`src/common/ebs_map.vh`:
```
// offsets, fields, reset values and timing counts for the bring-up sequencer
// assumes the includer works on clk_sys at EBS_CLK_MHZ
`ifndef EBS_MAP_VH
`define EBS_MAP_VH
// ****************************************************
// timing
// ****************************************************
`define EBS_CLK_MHZ 200
`define EBS_SETTLE_NS 2000
`define EBS_SETTLE_CYC ((`EBS_SETTLE_NS*`EBS_CLK_MHZ+999)/1000)
`define EBS_PTP_WAIT_US 100
`define EBS_PTP_WAIT_CYC (`EBS_PTP_WAIT_US*`EBS_CLK_MHZ)
`define EBS_BUS_MHZ 100
`define EBS_MDIO_KHZ 2500
`define EBS_MDIO_DIV ((`EBS_BUS_MHZ*1000)/(2*`EBS_MDIO_KHZ)-1)
// ****************************************************
// apb registers of the sequencer
// ****************************************************
`define EBS_REG_CTRL 12'h000
`define EBS_REG_STATUS 12'h004
`define EBS_CTRL_BIST 0
`define EBS_CTRL_UPDATE 1
// ****************************************************
// management register map
// ****************************************************
`define EBS_MAC_FC_CFG 16'h040C
`define EBS_MAC_SPEED 16'h0410
`define EBS_MAC_MDIO_CFG 16'h0500
`define EBS_MAC_MDIO_CTRL 16'h0504
`define EBS_MAC_MDIO_WDATA 16'h0508
`define EBS_MAC_MDIO_RDATA 16'h050C
`define EBS_MAC_UCAST 16'h0700
`define EBS_MAC_AF_MODE 16'h0708
`define EBS_MAC_FILT 16'h0710
`define EBS_AVB_RTC_CTRL 16'h2000
`define EBS_AVB_PTP_CTRL 16'h2004
`define EBS_AVB_PTP_TXREQ 16'h2008
`define EBS_AVB_PTP_RXCNT 16'h200C
`define EBS_MDIO_EN 32'h00000040
`define EBS_MDIO_READY 7
`define EBS_OP_RD 2'h2
`define EBS_OP_WR 2'h1
`define EBS_AF_PROMISC 32'h80000000
`define EBS_FC_OFF 32'h00000000
`define EBS_RTC_START 32'h00000001
`define EBS_PTP_TXRX 32'h00000003
`define EBS_PTP_TX_ONE 32'h00000001
`define EBS_PTP_NEED 32'h00000002
// ****************************************************
// phy registers and values
// ****************************************************
`define EBS_PHY_ADDR 5'h07
`define EBS_PHY_BMCR 5'h00
`define EBS_PHY_BMSR 5'h01
`define EBS_PHY_ID 5'h02
`define EBS_PHY_ANAR 5'h04
`define EBS_PHY_GCTRL 5'h09
`define EBS_PHY_IFMODE 5'h14
`define EBS_BMCR_RST_AN 32'h00009200
`define EBS_AN_DONE 5
`define EBS_ANAR_BASE 32'h00000001
`define EBS_ANAR_10 32'h00000060
`define EBS_ANAR_100 32'h00000180
`define EBS_GCTRL_1000 32'h00000200
`define EBS_IF_ONLY 15
`define EBS_IF_MASK 32'h0000000F
`define EBS_IF_RGMII 32'h0000000B
`define EBS_ALL_ONES 16'hFFFF
// ****************************************************
// filter pattern, low byte first on the wire
// ****************************************************
`define EBS_FILT_V0 32'h040302DA
`define EBS_FILT_V1 32'h025A0605
`define EBS_FILT_V2 32'h06050403
`define EBS_FILT_MASK 32'hFFFFFFFF
`define EBS_UCAST_HI 32'h00000605
`endif

```
`src/hw/ebs_seq.v`:
```
// bring-up sequencer: masters the mac management bus, apb slave for control
// assumes mgmt_ack/mgmt_rdata on clk_sys; pins synchronised here
//
// Local design decisions: the address map and the APB slave port.
`timescale 1ns/1ps
`include "ebs_map.vh"

// Summary of operation
// - settle, then enable mdio with divider
// - probe phy address seven by mdio read
// - all ones probe skips all mdio
// - write phy speed advertisement from speed
// - rgmii read-modify-write unless phy rgmii-only
// - reset phy and restart auto-negotiation
// - mac speed written after negotiation done
// - then write flow control disabled
// - filter bytes, promiscuous only with phy
// - no filter: unicast address, promiscuous
// - avb: start rtc, enable ptp tx/rx
// - idle; update request reruns from probe
// - serial command and response port
// - self-test sends two ptp, checks return
module ebs_seq #(
   parameter FRAME_FILTER = 1,
   parameter AVB_PRESENT = 1,
   parameter RGMII = 1,
   parameter [15:0] PTP_WAIT_CYC = `EBS_PTP_WAIT_CYC
) (
   input wire clk_sys,
   input wire reset_n,
   input wire [1:0] mac_speed,
   input wire update_speed,
   input wire serial_command,
   output reg serial_response,
   output reg mgmt_req,
   output reg mgmt_wr,
   output reg [15:0] mgmt_addr,
   output reg [31:0] mgmt_wdata,
   input wire mgmt_ack,
   input wire [31:0] mgmt_rdata,
   input wire psel,
   input wire penable,
   input wire pwrite,
   input wire [11:0] paddr,
   input wire [31:0] pwdata,
   output reg [31:0] prdata,
   output reg pready,
   output reg pslverr
);
   localparam integer SETTLE_I = `EBS_SETTLE_CYC;
   localparam integer MDIO_DIV_I = `EBS_MDIO_DIV;
   localparam [15:0] SETTLE = SETTLE_I[15:0];
   localparam [7:0] MDIO_DIV = MDIO_DIV_I[7:0];
   localparam [2:0] FILT_LAST = FRAME_FILTER ? 3'h5 : 3'h1;
   localparam [4:0] S_SETTLE = 5'h00, S_MDIO_EN = 5'h01,
      S_PROBE = 5'h02, S_ADV = 5'h03, S_ADV_G = 5'h04,
      S_IF_RD = 5'h05, S_IF_WR = 5'h06, S_PHY_RST = 5'h07,
      S_AN = 5'h08, S_SPEED = 5'h09, S_FLOW = 5'h0A,
      S_FILT = 5'h0B, S_FMODE = 5'h0C, S_RTC = 5'h0D,
      S_PTP_EN = 5'h0E, S_PTP_TX = 5'h0F, S_PTP_CHK = 5'h10,
      S_IDLE = 5'h11, S_SER = 5'h12;
   localparam [2:0] OP_IDLE = 3'h0, OP_WDATA = 3'h1, OP_CTRL = 3'h2,
      OP_POLL = 3'h3, OP_RDATA = 3'h4, OP_BUS = 3'h5;

   // ****************************************************
   // pin synchronisers
   // ****************************************************
   reg [1:0] spd_s1, spd_s2;
   reg upd_s1, upd_s2, upd_s3, cmd_s1, cmd_s2;
   always @(posedge clk_sys or negedge reset_n) begin
      if (!reset_n) begin
         spd_s1 <= 2'h0;
         spd_s2 <= 2'h0;
         upd_s1 <= 1'b0;
         upd_s2 <= 1'b0;
         upd_s3 <= 1'b0;
         cmd_s1 <= 1'b0;
         cmd_s2 <= 1'b0;
      end else begin
         spd_s1 <= mac_speed;
         spd_s2 <= spd_s1;
         upd_s1 <= update_speed;
         upd_s2 <= upd_s1;
         upd_s3 <= upd_s2;
         cmd_s1 <= serial_command;
         cmd_s2 <= cmd_s1;
      end
   end

   // ****************************************************
   // helpers
   // ****************************************************
   function [31:0] mdio_ctrl;
      input [4:0] r;
      input rd;
      begin
         mdio_ctrl = {3'h0, `EBS_PHY_ADDR, 3'h0, r,
            rd ? `EBS_OP_RD : `EBS_OP_WR, 2'h0, 1'b1, 11'h000};
      end
   endfunction

   function [31:0] filt_word;
      input [2:0] i;
      begin
         case (i)
            3'h0: filt_word = `EBS_FILT_V0;
            3'h1: filt_word = `EBS_FILT_V1;
            3'h2: filt_word = `EBS_FILT_V2;
            default: filt_word = `EBS_FILT_MASK;
         endcase
      end
   endfunction

   reg [4:0] st;
   reg [2:0] op_st;
   reg issued, op_md, op_wr;
   reg [15:0] op_addr;
   reg [31:0] op_wdata, op_rdata;
   reg [2:0] idx;
   reg [15:0] cnt;
   reg [1:0] spd;
   reg phy_present, ptp_pass, ptp_fail, cfg_done;
   reg ctrl_bist, sw_update;
   reg ser_valid;
   reg [5:0] rx_cnt, tx_cnt;
   reg [48:0] rx_sr;
   reg [32:0] tx_sr;
   reg [15:0] next_addr;
   reg [31:0] next_wdata;
   reg next_wr;
   wire op_idle = (op_st == OP_IDLE);
   wire upd_edge = upd_s2 & ~upd_s3;
   wire upd_take = (st == S_IDLE) & op_idle & (upd_edge | sw_update);
   wire [31:0] anar = `EBS_ANAR_BASE |
      ((spd == 2'h0) ? `EBS_ANAR_10 : 32'h0) |
      ((spd == 2'h1) ? `EBS_ANAR_100 : 32'h0);

   // ****************************************************
   // access engine: address and data per phase
   // ****************************************************
   always @* begin
      next_addr = op_addr;
      next_wdata = op_wdata;
      next_wr = op_wr;
      case (op_st)
         OP_WDATA: begin
            next_addr = `EBS_MAC_MDIO_WDATA;
            next_wr = 1'b1;
         end
         OP_CTRL: begin
            next_addr = `EBS_MAC_MDIO_CTRL;
            next_wdata = mdio_ctrl(op_addr[4:0], ~op_wr);
            next_wr = 1'b1;
         end
         OP_POLL: begin
            next_addr = `EBS_MAC_MDIO_CTRL;
            next_wr = 1'b0;
         end
         OP_RDATA: begin
            next_addr = `EBS_MAC_MDIO_RDATA;
            next_wr = 1'b0;
         end
         default: begin
            next_addr = op_addr;
         end
      endcase
   end

   // launch one bus access or one mdio transaction
   task go;
      input md;
      input wr;
      input [15:0] a;
      input [31:0] d;
      begin
         op_md <= md;
         op_wr <= wr;
         op_addr <= a;
         op_wdata <= d;
         op_st <= md ? (wr ? OP_WDATA : OP_CTRL) : OP_BUS;
         issued <= 1'b1;
      end
   endtask

   // ****************************************************
   // sequencer, access engine and serial port
   // ****************************************************
   always @(posedge clk_sys or negedge reset_n) begin
      if (!reset_n) begin
         st <= S_SETTLE;
         op_st <= OP_IDLE;
         issued <= 1'b0;
         op_md <= 1'b0;
         op_wr <= 1'b0;
         op_addr <= 16'h0000;
         op_wdata <= 32'h00000000;
         op_rdata <= 32'h00000000;
         idx <= 3'h0;
         cnt <= SETTLE;
         spd <= 2'h0;
         phy_present <= 1'b0;
         ptp_pass <= 1'b0;
         ptp_fail <= 1'b0;
         cfg_done <= 1'b0;
         mgmt_req <= 1'b0;
         mgmt_wr <= 1'b0;
         mgmt_addr <= 16'h0000;
         mgmt_wdata <= 32'h00000000;
         ser_valid <= 1'b0;
         rx_cnt <= 6'h00;
         rx_sr <= 49'h0;
         tx_cnt <= 6'h00;
         tx_sr <= 33'h0;
         serial_response <= 1'b0;
      end else begin
         // one access outstanding; released on its ack
         if (!op_idle) begin
            if (!mgmt_req) begin
               mgmt_req <= 1'b1;
               mgmt_wr <= next_wr;
               mgmt_addr <= next_addr;
               mgmt_wdata <= next_wdata;
            end else if (mgmt_ack) begin
               mgmt_req <= 1'b0;
               case (op_st)
                  OP_WDATA: op_st <= OP_CTRL;
                  OP_CTRL: op_st <= OP_POLL;
                  OP_POLL: begin
                     // mdio done before anything else is issued
                     if (mgmt_rdata[`EBS_MDIO_READY])
                        op_st <= op_wr ? OP_IDLE : OP_RDATA;
                  end
                  default: begin
                     op_rdata <= mgmt_rdata;
                     op_st <= OP_IDLE;
                  end
               endcase
            end
         end else if (st == S_SETTLE) begin
            if (cnt == 16'h0000)
               st <= S_MDIO_EN;
            else
               cnt <= cnt - 16'h0001;
         end else if (st == S_IDLE) begin
            cfg_done <= 1'b1;
            if (upd_take) begin
               spd <= spd_s2;
               st <= S_PROBE;
               cfg_done <= 1'b0;
            end else if (ser_valid) begin
               st <= S_SER;
            end
         end else if (!issued) begin
            case (st)
               S_MDIO_EN: go(1'b0, 1'b1, `EBS_MAC_MDIO_CFG,
                  `EBS_MDIO_EN | {24'h0, MDIO_DIV});
               S_PROBE: go(1'b1, 1'b0, {11'h0, `EBS_PHY_ID},
                  32'h0);
               S_ADV: go(1'b1, 1'b1, {11'h0, `EBS_PHY_ANAR},
                  anar);
               S_ADV_G: go(1'b1, 1'b1, {11'h0, `EBS_PHY_GCTRL},
                  (spd == 2'h2) ? `EBS_GCTRL_1000 : 32'h0);
               S_IF_RD: go(1'b1, 1'b0, {11'h0, `EBS_PHY_IFMODE},
                  32'h0);
               S_IF_WR: go(1'b1, 1'b1, {11'h0, `EBS_PHY_IFMODE},
                  (op_rdata & ~`EBS_IF_MASK) | `EBS_IF_RGMII);
               S_PHY_RST: go(1'b1, 1'b1, {11'h0, `EBS_PHY_BMCR},
                  `EBS_BMCR_RST_AN);
               S_AN: go(1'b1, 1'b0, {11'h0, `EBS_PHY_BMSR},
                  32'h0);
               S_SPEED: go(1'b0, 1'b1, `EBS_MAC_SPEED,
                  {spd, 30'h0});
               S_FLOW: go(1'b0, 1'b1, `EBS_MAC_FC_CFG,
                  `EBS_FC_OFF);
               S_FILT: begin
                  if (FRAME_FILTER)
                     go(1'b0, 1'b1, `EBS_MAC_FILT + {11'h0, idx, 2'h0},
                        filt_word(idx));
                  else
                     go(1'b0, 1'b1, `EBS_MAC_UCAST + {11'h0, idx, 2'h0},
                        idx[0] ? `EBS_UCAST_HI : `EBS_FILT_V0);
               end
               S_FMODE: go(1'b0, 1'b1, `EBS_MAC_AF_MODE,
                  (!FRAME_FILTER || phy_present) ?
                  `EBS_AF_PROMISC : 32'h0);
               S_RTC: go(1'b0, 1'b1, `EBS_AVB_RTC_CTRL,
                  `EBS_RTC_START);
               S_PTP_EN: go(1'b0, 1'b1, `EBS_AVB_PTP_CTRL,
                  `EBS_PTP_TXRX);
               S_PTP_TX: go(1'b0, 1'b1, `EBS_AVB_PTP_TXREQ,
                  `EBS_PTP_TX_ONE);
               S_PTP_CHK: go(1'b0, 1'b0, `EBS_AVB_PTP_RXCNT,
                  32'h0);
               S_SER: go(1'b0, rx_sr[48], rx_sr[47:32],
                  rx_sr[31:0]);
               default: st <= S_IDLE;
            endcase
         end else begin
            issued <= 1'b0;
            case (st)
               S_MDIO_EN: begin
                  spd <= spd_s2;
                  st <= S_PROBE;
               end
               S_PROBE: begin
                  phy_present <= (op_rdata[15:0] != `EBS_ALL_ONES);
                  if (op_rdata[15:0] == `EBS_ALL_ONES)
                     st <= S_SPEED;
                  else
                     st <= S_ADV;
               end
               S_ADV: st <= S_ADV_G;
               S_ADV_G: st <= RGMII ? S_IF_RD : S_PHY_RST;
               S_IF_RD: st <= op_rdata[`EBS_IF_ONLY] ?
                  S_PHY_RST : S_IF_WR;
               S_IF_WR: st <= S_PHY_RST;
               S_PHY_RST: st <= S_AN;
               S_AN: begin
                  if (op_rdata[`EBS_AN_DONE])
                     st <= S_SPEED;
               end
               S_SPEED: st <= S_FLOW;
               S_FLOW: begin
                  idx <= 3'h0;
                  st <= S_FILT;
               end
               S_FILT: begin
                  idx <= idx + 3'h1;
                  if (idx == FILT_LAST)
                     st <= S_FMODE;
               end
               S_FMODE: st <= AVB_PRESENT ? S_RTC : S_IDLE;
               S_RTC: st <= S_PTP_EN;
               S_PTP_EN: begin
                  idx <= 3'h0;
                  ptp_pass <= 1'b0;
                  ptp_fail <= 1'b0;
                  cnt <= PTP_WAIT_CYC;
                  st <= ctrl_bist ? S_PTP_TX : S_IDLE;
               end
               S_PTP_TX: begin
                  idx <= idx + 3'h1;
                  if (idx == 3'h1)
                     st <= S_PTP_CHK;
               end
               S_PTP_CHK: begin
                  if (op_rdata >= `EBS_PTP_NEED) begin
                     ptp_pass <= 1'b1;
                     st <= S_IDLE;
                  end else if (cnt == 16'h0000) begin
                     ptp_fail <= 1'b1;
                     st <= S_IDLE;
                  end else begin
                     cnt <= cnt - 16'h0001;
                  end
               end
               S_SER: begin
                  ser_valid <= 1'b0;
                  tx_sr <= {1'b1, op_rdata};
                  tx_cnt <= 6'h21;
                  st <= S_IDLE;
               end
               default: st <= S_IDLE;
            endcase
         end
         // serial command: start bit, write flag, address, data
         if (rx_cnt == 6'h00) begin
            if (cmd_s2 & ~ser_valid & ~(st == S_SER))
               rx_cnt <= 6'h31;
         end else begin
            rx_sr <= {rx_sr[47:0], cmd_s2};
            rx_cnt <= rx_cnt - 6'h01;
            if (rx_cnt == 6'h01)
               ser_valid <= 1'b1;
         end
         // serial response: start bit then 32 bits, msb first
         if (tx_cnt != 6'h00) begin
            serial_response <= tx_sr[32];
            tx_sr <= {tx_sr[31:0], 1'b0};
            tx_cnt <= tx_cnt - 6'h01;
         end else begin
            serial_response <= 1'b0;
         end
      end
   end

   // ****************************************************
   // apb slave
   // ****************************************************
   wire apb_hit_c = (paddr == `EBS_REG_CTRL);
   wire apb_hit_s = (paddr == `EBS_REG_STATUS);
   wire apb_fire = psel & penable & pready;
   wire [31:0] status = {11'h000, st, 6'h00, spd, 4'h0,
      ptp_fail, ptp_pass, phy_present, cfg_done};
   always @(posedge clk_sys or negedge reset_n) begin
      if (!reset_n) begin
         pready <= 1'b0;
         prdata <= 32'h00000000;
         pslverr <= 1'b0;
         ctrl_bist <= 1'b0;
         sw_update <= 1'b0;
      end else begin
         pready <= psel & penable & ~pready;
         if (psel & penable & ~pready) begin
            prdata <= apb_hit_c ? {30'h0, sw_update, ctrl_bist} :
               apb_hit_s ? status : 32'h00000000;
            pslverr <= ~(apb_hit_c | apb_hit_s);
         end
         if (apb_fire & pwrite & apb_hit_c)
            ctrl_bist <= pwdata[`EBS_CTRL_BIST];
         // a new request wins over the one being taken
         sw_update <= (apb_fire & pwrite & apb_hit_c &
            pwdata[`EBS_CTRL_UPDATE]) | (sw_update & ~upd_take);
      end
   end
endmodule // ebs_seq

```
`config.mk`:
```
export PLATFORM = sky130hd
export DESIGN_NAME = ebs_seq
export DESIGN_NICKNAME = d
export VERILOG_FILES = /design/src/hw/ebs_seq.v
export VERILOG_INCLUDE_DIRS = /design/src /design/src/common
export SDC_FILE = /design/constraint.sdc
export NUM_CORES = 1
export LEC_CHECK = 0
export BUFFER_PORTS_ARGS = -buffer_cell sky130_fd_sc_hd__buf_2
export CAP_MARGIN = 30
export CORE_MARGIN = 2
export CORE_UTILIZATION = 47
export CTS_CLUSTER_SIZE = 25
export DETAILED_ROUTE_END_ITERATION = 10
export MAX_ROUTING_LAYER = met4
export PLACE_DENSITY = 0.78
export SLEW_MARGIN = 10
export SYNTH_ARGS = -nofsm -noshare
export SYNTH_HDL_FRONTEND = slang
export SYNTH_SLANG_ARGS = --single-unit
```
`constraint.sdc`:
```
create_clock -name clk_sys -period 4.28 [get_ports clk_sys]
set_clock_uncertainty 0.1 [all_clocks]
set_input_delay 0.856 -clock clk_sys [delete_from_list [all_inputs] [get_ports clk_sys]]
set_output_delay 0.856 -clock clk_sys [all_outputs]
set_load 0.005 [all_outputs]
```
==> metrics, run 1 <==
dominant synthesized flop cell=dfrtp_1; die span in y=171.1 um; most common cell after layout, fill and taps aside=nand2_1; vias after detailed routing=between 10000 and 15000; CTS tree=built; final setup vio count=0; post-synthesis xor/xnor area fraction=less than 1%; number of CTS-inserted buffers=29; CP arrival=roughly 3.5 ns; post-synthesis simple-gate area fraction=between 20% and 30%; setup bufs post-CTS=0; core area=~0.028 sq mm; Clock Latency Late Sink=about 0.56 ns; post-synthesis mux area share=4.441%; Worst setup SP type=register; crit end category=register; Slew @ Worst Pin=roughly 0.89 ns; RePlAce Congestion=about 0.92; cell leakage power=7.000 nW; DRT Pass-1 Iters=5; Starting Density=47.52%; Die ar.=~0.029 sq mm; number of synthesized register bits=roughly 290; Crit Path Max Fanout=19; Slew Limit Headroom=slightly above 40%; post-synthesis sequential area ratio=54.35%; power density cells=roughly 690 mW/mm^2; Netlist cell types=74; htree depth=1; Syn Area/Cell=around 9.5 sq um; VDD IR max=~400 uV; global-route wire length before repair=between 50000 and 60000 um; r2r worst-path depth=8; number of enable flip-flop cells after synthesis=0; Layout Nets=roughly 1600; r2r setup slk=1.18 ns; worst path cell trace=buf_4 -> or2_2 -> nor2_2 -> a31oi_1 -> and2_1 -> buf_4 -> nor2_1 -> a31oi_1; vias per cell=around 5.6; FMAX=322.7 MHz; hold-fix buffer count after cts=0; largest family of logic cells by synthesized area=simple AND/OR/NAND/NOR gates; Post-synth ARST share=100.0%; Die W=about 170 um; DRC errors left=0; Synth Area in Compound Gates=13.73%; Final ANT Viol Nets=0; Final Hold Viols=0; CP Class=register to register; worst path required time=approximately 4.7 ns; Final Util=~54%; CTS Sinks=about 290; Min-Delay Path Class=input port to asynchronous set/reset pin; status=complete, no violations; Synth Cell Area=0.01313 sq mm; crit share post-route=just over 70%; Site Rows=between 60 and 70; fillers=around 2500; I/O Buffers=between 100 and 150; Synth Instances=around 1400; Antenna diodes=0; crit path time final=roughly 3.1 ns; unrepaired setup endpoints after global routing=no; HPWL after DPL=between 20000 and 25000 um; DR iter-0 viols=1100; GR Overflow Total=0; GR Util All Layers=roughly 23%; final WL=~32000 um; Bufs on Longest Clock Path=3; Post-Synth Adder-Cell Area=less than 1%; initial antenna violation count=0; root buf cell=clkbuf_16; Post-CTS Resized=0; vias in the first global route=roughly 9700; Syn. warnings=0; Slowest cell on crit path=dfrtp_1; Slew Viols, Final=0; commonest cells after routing, fill and taps aside=343 x nand2_1, 282 x dfrtp_1, 121 x nor2_1, 118 x buf_2, 69 x o21ai_0; Max Cap Violations=0; Slowest Stage Delay on Critical Path=roughly 0.76 ns; IO Pins=171; WL/cell=17.11 um; setup TNS=0 ns; Syn-to-layout area delta=13.62%; clk slew on worst S/H paths=0.06 ns; largest net degree at the start of global routing=92; share of post-route cells with drive strength above 1=17.80%
==> critical path: cells and delay by family, from the launching register on <==
kind                   cells  cell delay [ns]
DFF                        1             0.76
buffers and inverters      2             0.61
AOI/OAI and AO/OA          2             0.62
and+or+nand+nor            4             0.91
==> cell type report <==
class                      instances  area, sq um  area share [%]
sequential                       285         7136           47.84
clock buffer                      40        817.0           5.477
multi-input combinational        980         5425           36.37
inverter                          28        105.1          0.7046
clock inverter                    13        105.1          0.7046
tap                              378        473.0           3.171
timing repair buffer             143        855.8           5.737
==> final timing paths <==
kind	start	to
min	reset_n	mgmt_addr[6]
max in group asynchronous	reset_n	op_rdata[21]
max	st[3]	op_addr[13]
min reg2reg	cmd_s1	cmd_s2
min in group clk_sys	cmd_s1	cmd_s2
max reg2reg	st[3]	op_addr[13]
==> cells by family after synthesis <==
group	Yosys count
muxes	53
buffers and inverters	139
adders and majority gates	10
DFF	285
xor gates and xnor gates	14
other	1
AOI/OAI and AO/OA	269
and+or+nand+nor	613
==> through the flow <==
| stage | instance area, sq um | cells | hold WS (ns) | setup slack (ns) | power, mW |
|---|---|---|---|---|---|
| final | 14920 | 1867 | 0.1884 | 1.181 | 10.26 |
| after global routing | 14920 | 1867 | 0.2308 | 1.020 | 10.94 |
| after CTS | 14890 | 1866 | 0.2356 | 1.296 | 10.22 |
| after detailed placement | 13970 | 1813 | 0.2355 | 1.345 | 7.766 |
| after global placement | 13950 | 1812 | 0.2342 | 1.393 | 7.583 |
| after floorplan | 13200 | 1404 | 0.2312 | 2.136 | 6.710 |
==> state kept, by name, summed over array words and instances (netlist names), 2 cells and up <==
name	cells
spd_s2	2
tx_cnt	6
prdata	11
spd	2
mgmt_addr	16
rx_sr	49
cnt	16
op_wdata	32
op_addr	16
mgmt_wdata	32
st	5
op_rdata	32
idx	3
op_st	3
rx_cnt	6
tx_sr	33
spd_s1	2
==> power by group <==
group          internal, mW  total [mW]  switching (mW)
clock network          1.40        2.44            1.04
registers              3.67        4.66           0.995
logic                  1.31        3.16            1.85
total                  6.38        10.3            3.88
==> synthesized netlist by cell type, types with 7 or more instances <==
cell type | count | share of area, %
o21ai_0 | 69 | 2.6
nor4_1 | 17 | 0.81
nor2_1 | 122 | 3.5
ha_1 | 10 | 0.95
xnor2_1 | 7 | 0.47
xor2_1 | 7 | 0.47
mux2_2 | 42 | 3.6
clkbuf_1 | 61 | 1.7
nand4_1 | 10 | 0.48
inv_1 | 28 | 0.80
nand2b_1 | 11 | 0.52
nand2_1 | 344 | 9.8
a22o_1 | 23 | 1.5
a31oi_1 | 48 | 2.3
a21oi_1 | 43 | 1.6
buf_2 | 14 | 0.53
a221oi_1 | 26 | 1.7
mux2i_1 | 11 | 0.84
buf_4 | 26 | 1.5
nand3_1 | 39 | 1.5
and3_1 | 7 | 0.33
nor2b_1 | 7 | 0.33
dfrtp_1 | 282 | 54
nor3_1 | 21 | 0.80
buf_1 | 7 | 0.20
==> layer usage <==
metal  GRT usage, %  wire [um]  vias up
met1          31.79      14000     5065
met2          33.78      14520      419
met3          4.464       2854       50
met5              -          0        -
li1               -          -     4908
met4          5.306        569        0
Note: power is estimated with default switching activity, not from simulation.
==> run 2, diff against run 1 <==
- PLACE_DENSITY: 0.78 -> 0.81
- clock period: 4.28 -> 2.75 ns (I/O delays scaled with it)
==> metrics, run 2 (synthesis results as in run 1) <==
status=complete, no violations; Slew Limit Headroom=50.37% (+9.9 points); most common cell after layout, fill and taps aside=nand2_1; unrepaired setup endpoints after global routing=no; largest net degree at the start of global routing=63 (-32%); CP Class=register to register; Multi-input gate area=0.005425 sq mm (unchanged); Final Non-Filler Cells=1905 (+2.0%); VDD IR max=601.6 uV (+49%); origin of the critical flop-to-flop path=st[3]; Worst setup SP type=register; die span in y=171.1 um (unchanged); Crit Path Max Fanout=61 (+42); crit share post-route=93.57% (+21 points); hold path cells=1; global-route wire length before repair=53020 um (+2.9%); clock power share=26.0% (+2.2 points); Net Switching=6.261 mW (+61%); vias in the first global route=10060 (+3.4%); Comb power frac=32.0% (+1.2 points); CP arrival=2.91 ns (-0.56 ns); power density cells=1106 mW/mm^2 (+61%); clk slew on worst S/H paths=0.07 ns (about the same); hold-fix buffer count after cts=3 (+3); RePlAce Congestion=0.9400 (+2.3%); DRT Pass-1 Iters=6 (+1); vias per cell=5.644 (+0.91%); Slowest cell on crit path=nor3b_2; GR Overflow Total=0 (unchanged); Die W=171.1 um (unchanged); r2r setup slk=0.18 ns (-1.00 ns); Die ar.=0.02929 sq mm (unchanged); fillers=2378 (-3.3%); worst min-delay path startpoint=mac_speed[1]; GR Util All Layers=23.22% (+0.68 points); commonest cells after routing, fill and taps aside=343 x nand2_1, 282 x dfrtp_1, 121 x nor2_1, 118 x buf_2, 69 x o21ai_0; crit path time final=2.573 ns (-0.5257 ns); crit path buf inv count=1 (-1); Min-Delay Path Class=input port to register; Inst Count DP=1846 (+1.8%); Starting Density=47.52% (unchanged); Critical R2R Capture=op_addr[1]; FMAX=388.6 MHz (+20%); Hold Path End=spd_s1[1]; core area=0.02763 sq mm (unchanged); Largest regs=rx_sr: 49 flops, tx_sr: 33 flops; Top delay family on crit path=simple AND/OR/NAND/NOR gates; htree depth=1 (unchanged); Largest register FFs=49 (unchanged); Bufs on Longest Clock Path=3 (unchanged); switching portion of total power=36.88% (-0.94 points); Max Cap Violations=0 (unchanged); worst path cell trace=or3_4 -> nand2_1 -> nor3b_2 -> nand2_2 -> buf_4 -> o31ai_1; share of post-route cells with drive strength above 1=19.72% (+1.9 points); Pwr Total=16.98 mW (+66%); internal power=10.72 mW (+68%); Syn-to-layout area delta=16.93%; Slew @ Worst Pin=0.7257 ns (-0.1680 ns); Slew Viols, Final=0 (unchanged); Sequential Power Share=42.0% (-3.4 points); Reg area=0.007136 sq mm (unchanged); initial antenna violation count=1 (+1); Worst Hold Slack=0.01112 ns (-0.1773 ns); CTS tree=built; Site Rows=61 (unchanged); root buf cell=clkbuf_16; WL/cell=17.28 um (+1.0%); Post-CTS Resized=0 (unchanged); IO Pins=171 (unchanged); Final Hold Viols=0 (unchanged); DRC errors left=0 (unchanged); Slowest Stage Delay on Critical Path=0.46 ns (-0.30 ns); Final Util=55.56% (+1.6 points); number of CTS-inserted buffers=30 (+3.4%); Layout Nets=1599 (+2.3%); worst path required time=3.09 ns (-1.56 ns); cell leakage power=7.244 nW (+3.5%); HPWL after DPL=22780 um (+2.6%); Final ANT Viol Nets=0 (unchanged); crit end category=register; Clock Latency Late Sink=0.56 ns (about the same); vias after detailed routing=10752 (+3.0%); setup bufs post-CTS=0 (unchanged); CTS Sinks=285 (unchanged); largest register by flop count=rx_sr; setup TNS=0 ns (unchanged); I/O Buffers=119 (unchanged); final WL=32920 um (+3.1%); final setup vio count=0 (unchanged); r2r worst-path depth=6 (-2); DR iter-0 viols=1124 (+2.2%)
## run 2: changes by cell type in the layout (fill, tap and decap cells not counted), moves of 2 or more
cell           change
dlygate4sd3_1      +3
clkbuf_1           -2
bufinv_16          +5
clkbuf_16          +2
clkinv_2           -3
buf_4             +32
## run 2: how the worst max path moves through the flow
stage / cells after the start / to / slack [ns] / startpoint
CTS: 5 / op_addr[1] / 0.24 / op_st[0]
global route: 8 / op_wdata[0] / 0.06 / st[0]
finish: 6 / op_addr[1] / 0.18 / st[3]
detailed placement: 6 / cnt[10] / 0.25 / op_rdata[27]
global placement: 6 / op_wdata[1] / 0.28 / op_st[0]
floorplan: 7 / cnt[10] / 0.64 / st[1]
## run 2: power by group through the flow
| stage | registers (mW) | clock network [mW] | logic [mW] |
|---|---|---|---|
| floorplan | 6.64 | 0 | 3.81 |
| global placement | 7.06 | 0 | 5.15 |
| detailed placement | 7.13 | 0 | 5.39 |
| CTS | 7.07 | 4.47 | 5.42 |
| global route | 7.25 | 4.64 | 5.95 |
| finish | 7.13 | 4.41 | 5.44 |
## run 2: metal layers
| metal | GRT usage [%] | share of wire, % | vias to the layer above |
|---|---|---|---|
| li1 | - | - | 4993 |
| met1 | 32.48 | 44 | 5238 |
| met2 | 34.61 | 45 | 451 |
| met3 | 4.233 | 8.3 | 70 |
| met4 | 7.111 | 2.8 | 0 |
| met5 | - | 0 | - |
## run 2: area by class of cell
| class | instances | area share [%] |
|---|---|---|
| diodes | 1 | 0.01630 |
| clock buffers | 39 | 5.510 |
| clock inverters | 16 | 1.598 |
| inverters | 28 | 0.6847 |
| multi-input cells | 980 | 35.34 |
| flip-flops and latches | 285 | 46.48 |
| well taps | 378 | 3.081 |
| repair buffers | 178 | 7.287 |
## run 2: through the flow
| step | worst slack, ns | area [sq um] |
|---|---|---|
| 4_1_cts | 0.2372 | 15350 |
| 3_3_place_gp | 0.2833 | 14230 |
| 6_report | 0.1767 | 15350 |
| 2_1_floorplan | 0.6398 | 13200 |
| 5_1_grt | 0.05905 | 15350 |
| 3_5_place_dp | 0.2479 | 14230 |
==> run 3, diff against run 2 <==
- HOLD_SLACK_MARGIN: unset -> 0.06
==> metrics, run 3 (synthesis results as in run 1) <==
r2r worst-path depth=5 (-1); Crit Path Max Fanout=61 (unchanged); core area=0.02763 sq mm (unchanged); crit share post-route=93.51% (about the same); unrepaired setup endpoints after global routing=no; Bufs on Longest Clock Path=3 (unchanged); Pwr Total=16.95 mW (-0.15%); DR iter-0 viols=1206 (+7.3%); vias after detailed routing=10769 (+0.16%); Slew @ Worst Pin=0.7413 ns (+0.01564 ns); CP Capture Point=op_addr[1]; status=complete, no violations; Max Cap Violations=0 (unchanged); VDD IR max=604.3 uV (+0.45%); CTS tree=built; crit end category=register; most common cell after layout, fill and taps aside=nand2_1; CP Class=register to register; largest net degree at the start of global routing=63 (unchanged); final WL=32960 um (+0.11%); origin of the critical flop-to-flop path=op_st[0]; IO Pins=171 (unchanged); power density cells=1103 mW/mm^2 (-0.28%); CTS Sinks=285 (unchanged); Slew Viols, Final=0 (unchanged); Largest register FFs=49 (unchanged); commonest cells after routing, fill and taps aside=343 x nand2_1, 282 x dfrtp_1, 121 x nor2_1, 118 x buf_2, 69 x o21ai_0; Critical R2R Capture=op_addr[1]; Syn-to-layout area delta=17.08%; worst path required time=3.09 ns (about the same); Starting Density=47.52% (unchanged); die span in y=171.1 um (unchanged); vias per cell=5.647 (about the same); final setup vio count=0 (unchanged); Final ANT Viol Nets=0 (unchanged); Min-Delay Path Class=input port to register; CP arrival=2.91 ns (about the same); Clock Latency Late Sink=0.55 ns (about the same); setup bufs post-CTS=0 (unchanged); global-route wire length before repair=53030 um (about the same); WL/cell=17.28 um (about the same); Critical path origin=op_st[0]; r2r setup slk=0.18 ns (about the same); Largest regs=rx_sr: 49 flops, tx_sr: 33 flops; hold path cells=2 (+1); clk slew on worst S/H paths=0.06 ns (about the same); Die ar.=0.02929 sq mm (unchanged); Site Rows=61 (unchanged); GR Overflow Total=0 (unchanged); DRT Pass-1 Iters=6 (unchanged); initial antenna violation count=1 (unchanged); Slew Limit Headroom=50.40% (about the same); worst path cell trace=or3_1 -> a31oi_1 -> nand2_2 -> buf_4 -> o31ai_1; number of CTS-inserted buffers=30 (unchanged); largest register by flop count=rx_sr; Layout Nets=1601 (+0.13%); Slowest Stage Delay on Critical Path=0.56 ns (+0.10 ns); I/O Buffers=119 (unchanged); Die W=171.1 um (unchanged); HPWL after DPL=22780 um (unchanged); vias in the first global route=10063 (+0.030%); Worst setup SP type=register; GR Util All Layers=23.23% (about the same); crit path time final=2.571 ns (-0.001883 ns); share of post-route cells with drive strength above 1=19.70% (-0.026 points); Final Hold Viols=0 (unchanged); DRC errors left=0 (unchanged); cell leakage power=7.252 nW (+0.12%); root buf cell=clkbuf_16; Slowest cell on crit path=or3_1; RePlAce Congestion=0.9400 (unchanged); htree depth=1 (unchanged); setup TNS=0 ns (unchanged); FMAX=388.9 MHz (about the same)
-- run 3: final cells by class --
| class | instances | area [sq um] |
|---|---|---|
| Antenna cell | 1 | 2.502 |
| Clock buffer | 39 | 845.8 |
| Clock inverter | 16 | 245.2 |
| Fill cell | 2379 | 12260 |
| Inverter | 28 | 105.1 |
| Multi-Input combinational cell | 980 | 5425 |
| Sequential cell | 285 | 7136 |
| Tap cell | 378 | 473.0 |
| Timing Repair Buffer | 180 | 1139 |
-- run 3: worst max-delay path, delay by kind of cell (launching register included) --
family	cells	cell delay [ns]
AOI/OAI and AO/OA	2	0.81
and+or+nand+nor	2	0.79
DFF	1	0.38
buffers and inverters	1	0.35
-- run 3: worst min path at each step --
stage,from,to
finish,mgmt_rdata[5],op_rdata[5]
global placement,cmd_s1,cmd_s2
detailed placement,upd_s1,upd_s2
floorplan,reset_n,cfg_done
global route,mgmt_rdata[0],op_rdata[0]
CTS,mgmt_rdata[3],op_rdata[3]
-- run 3: what timing repair did --
item	4_1_cts	5_1_grt
hold endpoints to repair	59	0
hold buffers	5	0
resized for setup	0	0
-- run 3: per-layer routing --
metal	up-vias	GRT usage (%)	wire (um)	part of all wire [%]
li1	4998	-	-	-
met1	5252	32.48	14480	44
met2	456	34.62	14880	45
met3	63	4.233	2750	8.3
met4	0	7.111	849	2.6
met5	-	-	0	0
-- run 3: report_power, final --
part	total (mW)	internal (mW)	switching (mW)
combinational	5.42	2.26	3.17
sequential	7.12	5.72	1.40
clock	4.41	2.73	1.68
-- run 3: per-stage QoR --
stage	hold slack, ns	area [sq um]	instances	worst slack (ns)	utilization (%)
floorplan	0.1544	13200	1404	0.6398	-
CTS	0.1092	15370	1906	0.2372	55.62
detailed placement	0.2355	14230	1846	0.2479	51.49
global placement	0.2339	14230	1846	0.2833	51.49
finish	0.1286	15370	1907	0.1786	55.63
global route	0.1147	15370	1907	0.05905	55.63
